==> config.mk <==
export PLATFORM = sky130hd
export DESIGN_NAME = uart_serial_receiver
export DESIGN_NICKNAME = d
export VERILOG_FILES = /design/src/logic/uart_serial_receiver.v
export VERILOG_INCLUDE_DIRS = /design/src /design/src/pkg
export SDC_FILE = /design/constraint.sdc
export NUM_CORES = 1
export LEC_CHECK = 0
export ABC_AREA = 1
export ABC_CLOCK_PERIOD_IN_PS = 2500
export BUFFER_PORTS_ARGS = -buffer_cell sky130_fd_sc_hd__buf_2
export CORE_UTILIZATION = 41
export DETAILED_ROUTE_END_ITERATION = 10
export PLACE_DENSITY = 0.61
export SYNTH_ARGS = -nofsm -noshare
export SYNTH_HDL_FRONTEND = slang
export SYNTH_SLANG_ARGS = --single-unit
==> constraint.sdc <==
create_clock -name aclk -period 2.5 [get_ports aclk]
set_clock_uncertainty 0.15 [all_clocks]
set_input_delay 0.25 -clock aclk [delete_from_list [all_inputs] [get_ports aclk]]
set_output_delay 0.25 -clock aclk [all_outputs]
set_load 0.005 [all_outputs]
==> src/pkg/uart_rx_regs.vh <==
// register offsets, field positions, reset values and sample counts of the serial receiver
`ifndef UART_RX_REGS_VH
`define UART_RX_REGS_VH

// register byte offsets
`define OFS_STATUS 5'h00
`define OFS_CONTROL 5'h04
`define OFS_FRAME_CFG 5'h08
`define OFS_DATA 5'h0C
`define OFS_BAUD_DIV 5'h10

// serial_status_a fields
`define ST_COMPLETE 7
`define ST_FRAME_ERR 4
`define ST_OVERRUN 3
`define ST_PE 2
`define ST_DOUBLE 1

// serial_control_b fields
`define CB_IRQEN 7
`define CB_ENABLE 4
`define CB_CSZ2 2
`define CB_NINTH 1

// serial_frame_config fields
`define FC_SYNC 6
`define FC_PEN 5
`define FC_PODD 4
`define FC_STOP 3
`define FC_CSZ1 2
`define FC_CSZ0 1

// reset values
`define BAUD_DIV_RESET 12'h035
`define CSZ_RESET 3'h3

// character size code for nine data bits
`define CSZ_9BIT 3'h7

// oversampling: samples per bit and first centre sample
`define SPB_NORMAL 5'h10
`define SPB_DOUBLE 5'h08
`define FIRST_NORMAL 5'h08
`define FIRST_DOUBLE 5'h04

// bus responses
`define RESP_OKAY 2'h0
`define RESP_SLVERR 2'h2

`endif

==> src/logic/uart_serial_receiver.v <==
// receive half of a serial port with an axi4-lite register slave
//
// How it works
// - enable bit hands rx pin to receiver
// - sync mode samples on transfer clock pin
// - valid start bit, then shift bits in
// - only first stop bit is checked
// - finished frame moves into receive buffer
// - unused upper data bits read zero
// - ninth bit shown in control, kept stored
// - data read advances the receive fifo
// - complete flag means buffer holds data
// - irq follows complete flag when enabled
// - disable stops, flushes, releases the pin
// - error flags stored, read only, no irq
// - frame error means stop sampled low
// - overrun when full, held, new start
// - overrun clears on successful transfer
// - parity checked odd or even per type
// - parity error zero when checking off
// - sixteen or eight samples per bit
// - async start accepted by centre sample majority
// - in async mode each bit decided by three-sample vote
//
// Local design decisions: the AXI4-Lite interface to the registers and the register offsets.
`timescale 1ns/100ps
`default_nettype none
`include "uart_rx_regs.vh"

module uart_serial_receiver #(
	parameter ADDR_W = 5
) (
	// clock and reset
	input wire aclk,
	input wire aresetn,
	// axi4-lite write channels
	input wire [ADDR_W-1:0] awaddr,
	input wire awvalid,
	output reg awready,
	input wire [31:0] wdata,
	input wire [3:0] wstrb,
	input wire wvalid,
	output reg wready,
	output reg [1:0] bresp,
	output reg bvalid,
	input wire bready,
	// axi4-lite read channels
	input wire [ADDR_W-1:0] araddr,
	input wire arvalid,
	output reg arready,
	output reg [31:0] rdata,
	output reg [1:0] rresp,
	output reg rvalid,
	input wire rready,
	// serial pins
	input wire rxd_pin,
	input wire transfer_clock_pin,
	output reg rx_pin_override,
	// receive complete request
	output reg rx_irq
);

	// receiver states
	localparam ST_IDLE = 2'h0;
	localparam ST_START = 2'h1;
	localparam ST_BITS = 2'h2;
	localparam ST_STOP = 2'h3;

	// software controls
	reg rx_enable_bit; // receiver on
	reg rx_complete_irq_enable; // request enable
	reg double_speed_bit; // eight samples per bit
	reg sync_mode; // use transfer clock pin
	reg parity_enable_bit; // parity checking on
	reg parity_type_bit; // one selects odd parity
	reg stop_bit_select; // stored only, receiver ignores it
	reg [2:0] char_size_code; // frame data width code
	reg [11:0] baud_div; // sample tick period minus one

	// pin synchronisers
	reg rxd_meta, rxd_sync;
	reg tclk_meta, tclk_sync, tclk_prev;

	// sample tick generator
	reg [11:0] div_cnt;
	reg tick;

	// receiver datapath
	reg [1:0] state;
	reg [4:0] samp; // sample number within a bit, from one
	reg [3:0] bit_idx; // data and parity bit index
	reg [1:0] votes; // first two centre samples
	reg last_line; // line level at previous tick
	reg [8:0] shift; // receive shift register
	reg par_rx; // received parity bit

	// completed frame held outside the fifo
	reg pend_valid;
	reg [8:0] pend_data;
	reg pend_ferr, pend_pe;
	reg ovr_pending; // frames lost since last transfer

	// two-entry receive fifo
	reg [8:0] fifo_data [0:1];
	reg [1:0] fifo_ferr, fifo_ovr, fifo_pe;
	reg rd_ptr;
	reg [1:0] count;

	// majority of three samples
	function maj3;
		input a, b, c;
		begin
			maj3 = (a & b) | (a & c) | (b & c);
		end
	endfunction

	// number of data bits for a size code
	function [3:0] frame_bits;
		input [2:0] code;
		begin
			case (code)
				3'h0: frame_bits = 4'h5;
				3'h1: frame_bits = 4'h6;
				3'h2: frame_bits = 4'h7;
				`CSZ_9BIT: frame_bits = 4'h9;
				default: frame_bits = 4'h8;
			endcase
		end
	endfunction

	// address is one of the mapped registers
	function addr_ok;
		input [ADDR_W-1:0] a;
		begin
			addr_ok = (a == `OFS_STATUS) || (a == `OFS_CONTROL) || (a == `OFS_FRAME_CFG) ||
				(a == `OFS_DATA) || (a == `OFS_BAUD_DIV);
		end
	endfunction

	// derived timing and frame shape
	wire [4:0] spb = double_speed_bit ? `SPB_DOUBLE : `SPB_NORMAL;
	wire [4:0] first = double_speed_bit ? `FIRST_DOUBLE : `FIRST_NORMAL;
	wire [4:0] last_centre = first + 5'h02;
	wire [3:0] nbits = frame_bits(char_size_code);
	wire [3:0] total = nbits + {3'h0, parity_enable_bit};
	wire tclk_rise = tclk_sync & ~tclk_prev;
	wire busy = (state != ST_IDLE);

	// bit decision event and value, async vote or sync edge
	wire bit_event = sync_mode ? (tclk_rise & busy) : (tick & busy & (samp == last_centre));
	wire bit_val = sync_mode ? rxd_sync : maj3(votes[0], votes[1], rxd_sync);
	wire start_seen = sync_mode ? (tclk_rise & ~busy & ~rxd_sync) : (tick & ~busy & last_line & ~rxd_sync);
	wire frame_done = (state == ST_STOP) & bit_event;

	// bus handshakes
	wire wr_fire = awready & awvalid & wvalid;
	wire rd_fire = arready & arvalid;
	wire head_valid = (count != 2'h0);
	wire pop = rd_fire & (araddr == `OFS_DATA) & head_valid;
	wire push = pend_valid & (count != 2'h2);
	wire wr_ptr = rd_ptr ^ count[0];

	// pin synchronisers, two flops each
	always @(posedge aclk) begin
		if (!aresetn) begin
			rxd_meta <= 1'b1;
			rxd_sync <= 1'b1;
			tclk_meta <= 1'b0;
			tclk_sync <= 1'b0;
			tclk_prev <= 1'b0;
		end else begin
			rxd_meta <= rxd_pin;
			rxd_sync <= rxd_meta;
			tclk_meta <= transfer_clock_pin;
			tclk_sync <= tclk_meta;
			tclk_prev <= tclk_sync;
		end
	end

	// sample tick at oversampling rate
	// oversample clock tick
	always @(posedge aclk) begin
		if (!aresetn || !rx_enable_bit) begin
			div_cnt <= 12'h000;
			tick <= 1'b0;
		end else if (div_cnt == baud_div) begin
			div_cnt <= 12'h000;
			tick <= 1'b1;
		end else begin
			div_cnt <= div_cnt + 12'h001;
			tick <= 1'b0;
		end
	end

	// receiver state machine
	// disable aborts reception
	always @(posedge aclk) begin
		if (!aresetn || !rx_enable_bit) begin
			state <= ST_IDLE;
			samp <= 5'h01;
			bit_idx <= 4'h0;
			votes <= 2'h0;
			last_line <= 1'b1;
			shift <= 9'h000;
			par_rx <= 1'b0;
		end else begin
			// line history for falling edge search
			if (tick)
				last_line <= rxd_sync;
			if (tick && busy) begin
				samp <= (samp == spb) ? 5'h01 : samp + 5'h01;
				if (samp == first)
					votes[0] <= rxd_sync;
				if (samp == first + 5'h01)
					votes[1] <= rxd_sync;
			end
			case (state)
				ST_IDLE: begin
					if (start_seen) begin
						shift <= 9'h000;
						bit_idx <= 4'h0;
						samp <= 5'h02;
						state <= sync_mode ? ST_BITS : ST_START;
					end
				end
				ST_START: begin
					if (bit_event)
						state <= bit_val ? ST_IDLE : ST_BITS;
				end
				ST_BITS: begin
					if (bit_event) begin
						if (bit_idx < nbits)
							shift[bit_idx] <= bit_val;
						else
							par_rx <= bit_val;
						bit_idx <= bit_idx + 4'h1;
						if (bit_idx == total - 4'h1)
							state <= ST_STOP;
					end
				end
				ST_STOP: begin
					if (bit_event)
						state <= ST_IDLE;
				end
				default: state <= ST_IDLE;
			endcase
		end
	end

	// hold register and receive fifo
	// disable flushes buffer
	always @(posedge aclk) begin
		if (!aresetn || !rx_enable_bit) begin
			pend_valid <= 1'b0;
			pend_data <= 9'h000;
			pend_ferr <= 1'b0;
			pend_pe <= 1'b0;
			ovr_pending <= 1'b0;
			fifo_data[0] <= 9'h000;
			fifo_data[1] <= 9'h000;
			fifo_ferr <= 2'h0;
			fifo_ovr <= 2'h0;
			fifo_pe <= 2'h0;
			rd_ptr <= 1'b0;
			count <= 2'h0;
		end else begin
			if (push) begin
				fifo_data[wr_ptr] <= pend_data;
				fifo_ferr[wr_ptr] <= pend_ferr;
				fifo_pe[wr_ptr] <= pend_pe;
				fifo_ovr[wr_ptr] <= ovr_pending;
				ovr_pending <= 1'b0;
				pend_valid <= 1'b0;
			end
			// new start while full and held
			if (start_seen && pend_valid && count == 2'h2) begin
				pend_valid <= 1'b0;
				ovr_pending <= 1'b1;
			end
			if (frame_done) begin
				pend_valid <= 1'b1;
				pend_data <= shift;
				pend_ferr <= ~bit_val;
				pend_pe <= parity_enable_bit & (par_rx != (^shift ^ parity_type_bit));
			end
			if (pop)
				rd_ptr <= ~rd_ptr;
			case ({push, pop})
				2'b10: count <= count + 2'h1;
				2'b01: count <= count - 2'h1;
				default: count <= count;
			endcase
		end
	end

	// axi write path and control registers
	always @(posedge aclk) begin
		if (!aresetn) begin
			awready <= 1'b0;
			wready <= 1'b0;
			bvalid <= 1'b0;
			bresp <= `RESP_OKAY;
			rx_enable_bit <= 1'b0;
			rx_complete_irq_enable <= 1'b0;
			double_speed_bit <= 1'b0;
			sync_mode <= 1'b0;
			parity_enable_bit <= 1'b0;
			parity_type_bit <= 1'b0;
			stop_bit_select <= 1'b0;
			char_size_code <= `CSZ_RESET;
			baud_div <= `BAUD_DIV_RESET;
		end else begin
			// take address and data together
			awready <= ~awready & awvalid & wvalid & ~bvalid;
			wready <= ~awready & awvalid & wvalid & ~bvalid;
			if (bvalid && bready)
				bvalid <= 1'b0;
			if (wr_fire) begin
				bvalid <= 1'b1;
				bresp <= addr_ok(awaddr) ? `RESP_OKAY : `RESP_SLVERR;
				if (wstrb[0]) begin
					case (awaddr)
						`OFS_STATUS: double_speed_bit <= wdata[`ST_DOUBLE];
						`OFS_CONTROL: begin
							rx_complete_irq_enable <= wdata[`CB_IRQEN];
							rx_enable_bit <= wdata[`CB_ENABLE];
							char_size_code[2] <= wdata[`CB_CSZ2];
						end
						`OFS_FRAME_CFG: begin
							sync_mode <= wdata[`FC_SYNC];
							parity_enable_bit <= wdata[`FC_PEN];
							parity_type_bit <= wdata[`FC_PODD];
							stop_bit_select <= wdata[`FC_STOP];
							char_size_code[1:0] <= wdata[`FC_CSZ1:`FC_CSZ0];
						end
						`OFS_BAUD_DIV: baud_div[7:0] <= wdata[7:0];
						default: baud_div <= baud_div;
					endcase
				end
				if (wstrb[1] && awaddr == `OFS_BAUD_DIV)
					baud_div[11:8] <= wdata[11:8];
			end
		end
	end

	// head entry fields, zero when empty
	// empty reads zero
	wire [8:0] head_data = head_valid ? fifo_data[rd_ptr] : 9'h000;
	wire head_ferr = head_valid & fifo_ferr[rd_ptr];
	wire head_ovr = head_valid & fifo_ovr[rd_ptr];
	wire head_pe = head_valid & fifo_pe[rd_ptr];

	// read data multiplexer
	reg [31:0] rd_mux;
	always @* begin
		rd_mux = 32'h00000000;
		case (araddr)
			`OFS_STATUS: begin
				rd_mux[`ST_COMPLETE] = head_valid;
				rd_mux[`ST_FRAME_ERR] = head_ferr;
				rd_mux[`ST_OVERRUN] = head_ovr;
				rd_mux[`ST_PE] = head_pe;
				rd_mux[`ST_DOUBLE] = double_speed_bit;
			end
			`OFS_CONTROL: begin
				rd_mux[`CB_IRQEN] = rx_complete_irq_enable;
				rd_mux[`CB_ENABLE] = rx_enable_bit;
				rd_mux[`CB_CSZ2] = char_size_code[2];
				rd_mux[`CB_NINTH] = head_data[8];
			end
			`OFS_FRAME_CFG: begin
				rd_mux[`FC_SYNC] = sync_mode;
				rd_mux[`FC_PEN] = parity_enable_bit;
				rd_mux[`FC_PODD] = parity_type_bit;
				rd_mux[`FC_STOP] = stop_bit_select;
				rd_mux[`FC_CSZ1:`FC_CSZ0] = char_size_code[1:0];
			end
			`OFS_DATA: rd_mux[7:0] = head_data[7:0];
			`OFS_BAUD_DIV: rd_mux[11:0] = baud_div;
			default: rd_mux = 32'h00000000;
		endcase
	end

	// axi read path
	always @(posedge aclk) begin
		if (!aresetn) begin
			arready <= 1'b0;
			rvalid <= 1'b0;
			rdata <= 32'h00000000;
			rresp <= `RESP_OKAY;
		end else begin
			arready <= ~arready & arvalid & ~rvalid;
			if (rvalid && rready)
				rvalid <= 1'b0;
			if (rd_fire) begin
				rvalid <= 1'b1;
				rdata <= rd_mux;
				rresp <= addr_ok(araddr) ? `RESP_OKAY : `RESP_SLVERR;
			end
		end
	end

	// pin override and receive complete request
	always @(posedge aclk) begin
		if (!aresetn) begin
			rx_pin_override <= 1'b0;
			rx_irq <= 1'b0;
		end else begin
			rx_pin_override <= rx_enable_bit;
			rx_irq <= rx_complete_irq_enable & head_valid;
		end
	end

endmodule // uart_serial_receiver

`default_nettype wire

==> flow_summary.json, run 1 <==
{
  "status": "finished, final reports clean",
  "grt_start_max_net_pins": 37,
  "avgRoutedWirePerCell_um": 12.9,
  "ys_seq_area_share_pct": 43.7,
  "pwr-share-comb_pct": 3.0,
  "power.switching_w": 0.000958,
  "tightest_slew_ps": 550,
  "grt_pass1_vias": 4794,
  "numClockSinks": 125,
  "antenna_found_initial": 0,
  "antenna_left": 0,
  "diodes": 0,
  "via_per_inst": 4.85,
  "clockRootBuffer": "clkbuf_16",
  "grt_pass1_wl_um": 23400,
  "cap_violations": 0,
  "via_count": 5277,
  "placed_area_um2": 6530,
  "clock_latency_ps": 420,
  "die_w_um": 124,
  "leakagePower_nw": 3.03,
  "synth_edf_count": 18,
  "numPortBuffers": 53,
  "clock_path_buffers": 2,
  "rsz0062_at_grt": "no",
  "power_density_nw_per_um2": 618,
  "first_iter_violations": 276,
  "reg2reg_from": "char_size_code[0]",
  "setup_viol": 0,
  "ys.flop_type": "dfxtp_1",
  "hold_slack_ps": 31.9,
  "cts_resized": 0,
  "setup_ws_ps": 274,
  "grt_busiest_layer": "met2",
  "place_ws_ps": 330,
  "drv_slew": 0,
  "layout_commonest_cell": "nand2_1",
  "finalHoldViolations": 0,
  "yosysUniqueCellTypes": 44,
  "p_int_w": 0.00355,
  "fp.dieH_um": 124,
  "crit_slowest_cell": "dfxtp_1",
  "period_share_pct": 89.1,
  "rows": 44,
  "cts_buffers": 17,
  "cp.arrival_ps": 2370,
  "tns_ps": 0,
  "htreeDepth": 4,
  "pwr-share-seq_pct": 45.5,
  "synthToLayoutAreaGrowth_pct": 18.9,
  "startpoint": "char_size_code[0]",
  "crit_top_cell": "nand2_1",
  "gr-usage-met3_pct": 4.17,
  "hold_class": "input port to register",
  "drc_errors": 0,
  "min-delay-start": "awaddr[3]",
  "required_ps": 2640,
  "use_met1_pct": 24.8,
  "ys_async_sr_fraction_pct": 0,
  "crit_path_max_incr_delay_ps": 420,
  "endpoint_kind": "register",
  "fin_crit_ps": 2230,
  "gp_congestion": 0.826,
  "routed_wl_um": 14000,
  "syn_inst": 809,
  "first_pass_iters": 4,
  "coreArea_um2": 14600,
  "critPathLaunchType": "register",
  "maxSlewHeadroom_pct": 63.0,
  "drive_gt1_share_pct": 13.9,
  "ioPinCount": 98,
  "max_freq_mhz": 449,
  "dieArea_um2": 15500,
  "yosys_warnings": 0,
  "grt_overflow_total": 0,
  "crit_buf_inv": 1,
  "cp_top_family": "simple AND/OR/NAND/NOR gates",
  "syn_avg_cell_area_um2": 7.59,
  "grt.met2_usage_pct": 30.3,
  "start_util_pct": 42.1,
  "clk_pin_slew_ps": 60,
  "sw_frac_of_total_pct": 21.2,
  "path_class": "register to register",
  "clockPowerShare_pct": 51.5,
  "cts_tree": "built",
  "cp_max_fo": 18,
  "final_area_um2": 7300,
  "vdd_drop_max_mv": 0.466,
  "grt_use_total_pct": 18.9,
  "synthesis.area_um2": 6140,
  "final_nets": 961,
  "hpwl_um": 9880,
  "fill_cells": 1446,
  "crit_chain": "nand2_1 -> nand2_1 -> inv_1 -> o21ai_0 -> ha_1 -> nand2_1 -> nand2_1 -> nand2_1 -> nand2_1 -> nand2_2 -> nand3_1 -> nand2_1 -> a21oi_1",
  "ys_ff_latch": 125,
  "layout_common_cells": "nand2_1 (142), dfxtp_1 (107), inv_1 (104)"
}
==> power groups by stage <==
stage	registers [W]	logic, W	clock network, W
floorplan	0.00210	0.0000781	0
global placement	0.00210	0.000106	0
detailed placement	0.00210	0.000107	0
CTS	0.00205	0.000132	0.00237
global route	0.00205	0.000150	0.00247
finish	0.00205	0.000134	0.00232
==> kinds of logic (layout without fill, tap and decap cells) <==
logic type / Yosys count / after routing / synth area share (%)
AOI/OAI and AO/OA: 161 / 161 / 14.0
xor gates and xnor gates: 21 / 21 / 3.00
adders and majority gates: 15 / 15 / 3.06
buffers and inverters: 154 / 228 / 11.3
DFF: 125 / 125 / 43.7
muxes: 5 / 5 / 0.917
other: 1 / 22 / 0.0611
and+or+nand+nor: 327 / 327 / 23.9
==> cells in the mapped netlist (3+ instances only) <==
cell / number / share of area, %
nand2_1: 142 / 8.7
o211ai_1: 11 / 1.3
ha_1: 15 / 3.1
nand4_1: 14 / 1.4
or2_2: 5 / 0.51
edfxtp_1: 18 / 8.8
clkbuf_1: 10 / 0.61
dfxtp_1: 107 / 35
nand2_4: 3 / 0.55
nor2_2: 3 / 0.31
inv_1: 104 / 6.4
mux2_2: 5 / 0.92
buf_2: 8 / 0.65
nor3_1: 11 / 0.90
a31oi_1: 3 / 0.31
nand2_2: 6 / 0.61
inv_2: 3 / 0.18
buf_4: 24 / 2.9
o22ai_1: 3 / 0.31
nand3_1: 53 / 4.3
xnor2_1: 5 / 0.71
nor4_1: 4 / 0.41
o21ai_0: 68 / 5.5
a21oi_1: 68 / 5.5
xor2_1: 16 / 2.3
nor2_1: 76 / 4.6
==> through the flow <==
stage,cells,utilization (%),power (W)
2_1_floorplan,830,-,0.00217
3_3_place_gp,1035,44.7,0.00220
3_5_place_dp,1035,44.7,0.00220
4_1_cts,1088,50.0,0.00456
5_1_grt,1088,50.0,0.00467
6_report,1088,50.0,0.00451
==> cell type report <==
type                            instances  area, µm²  share of cell area [%]
Sequential cell                       125       2680                    36.8
Clock buffer                           22        475                    6.51
Inverter                              109        409                    5.61
Clock inverter                         10       87.6                    1.20
Multi-Input combinational cell        551       2840                    38.9
Timing Repair Buffer                   87        573                    7.85
Tap cell                              184        230                    3.15
==> per-layer routing <==
metal	wire (µm)	share of wire, %
met4	202	1.4
met1	6820	49
met2	6540	47
met5	0	0
met3	425	3.0
==> worst reg2reg max path: cells and delay by family, from the launching register on <==
kind	cells	cell delay (ps)
AND/OR/NAND/NOR	9	900
flip-flops	1	420
adder cells (fa/ha/maj)	1	300
AO/OA/AOI/OAI	2	230
buffers and inverters	1	110
==> state kept, by name, indices dropped and copies added (netlist names), 3 cells and up, named ones only <==
signal          flops
fifo_data          18
baud_div           12
div_cnt            12
rdata              12
pend_data           9
shift               9
samp                5
bit_idx             4
char_size_code      3
==> path summary, 6_finish.rpt <==
kind                           end  slack (ps)  cells after the start
setup / recovery          shift[7]         270                     13
setup reg to reg          shift[7]         270                     13
hold reg to reg          tclk_sync         260                      2
hold / removal    double_speed_bit          30                      4
==> timing repair <==
item | in CTS | in global routing
hold buffers | 21 | 0
hold endpoints to repair | 24 | 0
endpoints found under the setup margin | 0 | 0
setup buffers | 0 | 0
Note: power is estimated with default switching activity, not from simulation.
==> run 2: changes to the inputs <==
CORE_ASPECT_RATIO = 0.8   (was default)
TNS_END_PERCENT = 30   (was default)
==> flow_summary.json, run 2 (synthesis gave the netlist of run 1 again) <==
{
  "status": "finished, violations left",
  "failed_checks": "design-rule violations",
  "finalHoldViolations": 0,
  "timing.rr.end": "shift[0]",
  "clockPowerShare_pct": 52.3,
  "hold_slack_ps": 10.9,
  "htreeDepth": 4,
  "pwr-share-seq_pct": 44.8,
  "first_pass_iters": 8,
  "rrSetupSlack_ps": 330,
  "power.switching_w": 0.000946,
  "grt_start_max_net_pins": 37,
  "fin_crit_ps": 2170,
  "layout_common_cells": "nand2_1 (142), dfxtp_1 (107), inv_1 (104)",
  "cp_top_family": "simple AND/OR/NAND/NOR gates",
  "dieArea_um2": 15500,
  "rows": 39,
  "rsz0062_at_grt": "no",
  "crit_top_cell": "nand2_1",
  "fp.dieH_um": 111,
  "tns_ps": 0,
  "antenna_left": 0,
  "cts_resized": 0,
  "required_ps": 2650,
  "numPortBuffers": 53,
  "first_iter_violations": 425,
  "min-delay-start": "wdata[6]",
  "grt_use_total_pct": 20.2,
  "layout_commonest_cell": "nand2_1",
  "leakagePower_nw": 3.03,
  "tightest_slew_ps": 556,
  "final_nets": 958,
  "endpoint_kind": "register",
  "top_register": "fifo_data",
  "via_per_inst": 4.77,
  "hold_class": "input port to register",
  "crit_buf_inv": 1,
  "start_util_pct": 42.5,
  "period_share_pct": 87.0,
  "clock_path_buffers": 2,
  "grt_overflow_total": 0,
  "avgRoutedWirePerCell_um": 13.5,
  "place_ws_ps": 328,
  "cp_max_fo": 18,
  "setup_viol": 0,
  "cp.arrival_ps": 2320,
  "grt_pass1_vias": 4827,
  "antenna_found_initial": 0,
  "vdd_drop_max_mv": 0.473,
  "synthToLayoutAreaGrowth_pct": 18.5,
  "clock_latency_ps": 410,
  "maxSlewHeadroom_pct": 62.8,
  "rr_worst_depth": 13,
  "max_freq_mhz": 460,
  "power_density_nw_per_um2": 630,
  "clockRootBuffer": "clkbuf_16",
  "crit_path_max_incr_delay_ps": 430,
  "drc_errors": 14,
  "fill_cells": 1418,
  "placed_area_um2": 6530,
  "clk_pin_slew_ps": 50,
  "hold_path_depth": 3,
  "cts_tree": "built",
  "coreArea_um2": 14400,
  "p_total_w": 0.00458,
  "numClockSinks": 125,
  "die_w_um": 139,
  "drv_slew": 0,
  "post-cts-setup-buffers": 0,
  "p_int_w": 0.00364,
  "critPathLaunchType": "register",
  "grt_pass1_wl_um": 24600,
  "gp_congestion": 0.836,
  "crit_chain": "nand2_1 -> nand2_1 -> inv_1 -> o21ai_0 -> ha_1 -> nand2_1 -> nand2_1 -> nand2_1 -> nand2_1 -> nand2_2 -> nand3_1 -> nand2_1 -> a21oi_2",
  "diodes": 0,
  "holdPathEnd": "sync_mode",
  "crit_slowest_cell": "dfxtp_1",
  "pwr-share-comb_pct": 2.9,
  "cts_buffers": 17,
  "hpwl_um": 10800,
  "routed_wl_um": 14700,
  "reg2reg_from": "char_size_code[0]",
  "final_area_um2": 7270,
  "largest_register_ffs": 18,
  "path_class": "register to register",
  "ioPinCount": 98,
  "setup_ws_ps": 326,
  "drive_gt1_share_pct": 14.0,
  "sw_frac_of_total_pct": 20.6,
  "cap_violations": 0,
  "via_count": 5167
}
[run 2: worst reg2reg max path, stage by stage (launching register included)]
cell	delay, ps
dfxtp_1	430
nand2_1	100
nand2_1	90
inv_1	90
o21ai_0	160
ha_1	300
nand2_1	60
nand2_1	40
nand2_1	50
nand2_1	70
nand2_2	270
nand3_1	110
nand2_1	90
a21oi_2	50
[run 2: cell type report]
class                           count  area, µm²  share of cell area, %
Clock inverter                      8       92.6                   1.27
Timing Repair Buffer               84        541                   7.43
Multi-Input combinational cell    551       2840                   39.1
Sequential cell                   125       2680                   36.9
Inverter                          109        409                   5.63
Clock buffer                       23        478                   6.57
Tap cell                          184        230                   3.17
[run 2: how the worst max path moves through the flow]
stage | from | to | cells after the start
2_1_floorplan | char_size_code[0] | shift[8] | 14
3_3_place_gp | char_size_code[0] | shift[0] | 13
3_5_place_dp | char_size_code[0] | shift[5] | 13
4_1_cts | char_size_code[0] | shift[6] | 13
5_1_grt | char_size_code[0] | shift[1] | 12
6_report | char_size_code[0] | shift[0] | 13
[run 2: metrics by stage]
stage / instances / util [%]
global route: 1084 / 50.4
CTS: 1084 / 50.4
floorplan: 830 / -
detailed placement: 1036 / 45.2
finish: 1084 / 50.4
global placement: 1036 / 45.2
[run 2: timing repair]
action                                  CTS  global route
hold buffers                             17             0
endpoints found under the hold margin    16             0
endpoints found under the setup margin    0             0
[run 2: power by group through the flow]
stage          sequential [W]  combinational, W  clock [W]
6_report              0.00205          0.000134    0.00240
3_3_place_gp          0.00210          0.000112          0
2_1_floorplan         0.00210         0.0000781          0
4_1_cts               0.00205          0.000132    0.00244
5_1_grt               0.00205          0.000149    0.00254
3_5_place_dp          0.00210          0.000111          0
[run 2: per-layer routing]
layer	vias to the layer above	track usage, %	routed length [µm]	share of wire, %
met4	0	5.11	121	0.83
met3	12	4.17	712	4.9
met2	108	29.7	5870	40
li1	2766	-	-	-
met5	-	0	0	0
met1	2281	29.8	7960	54
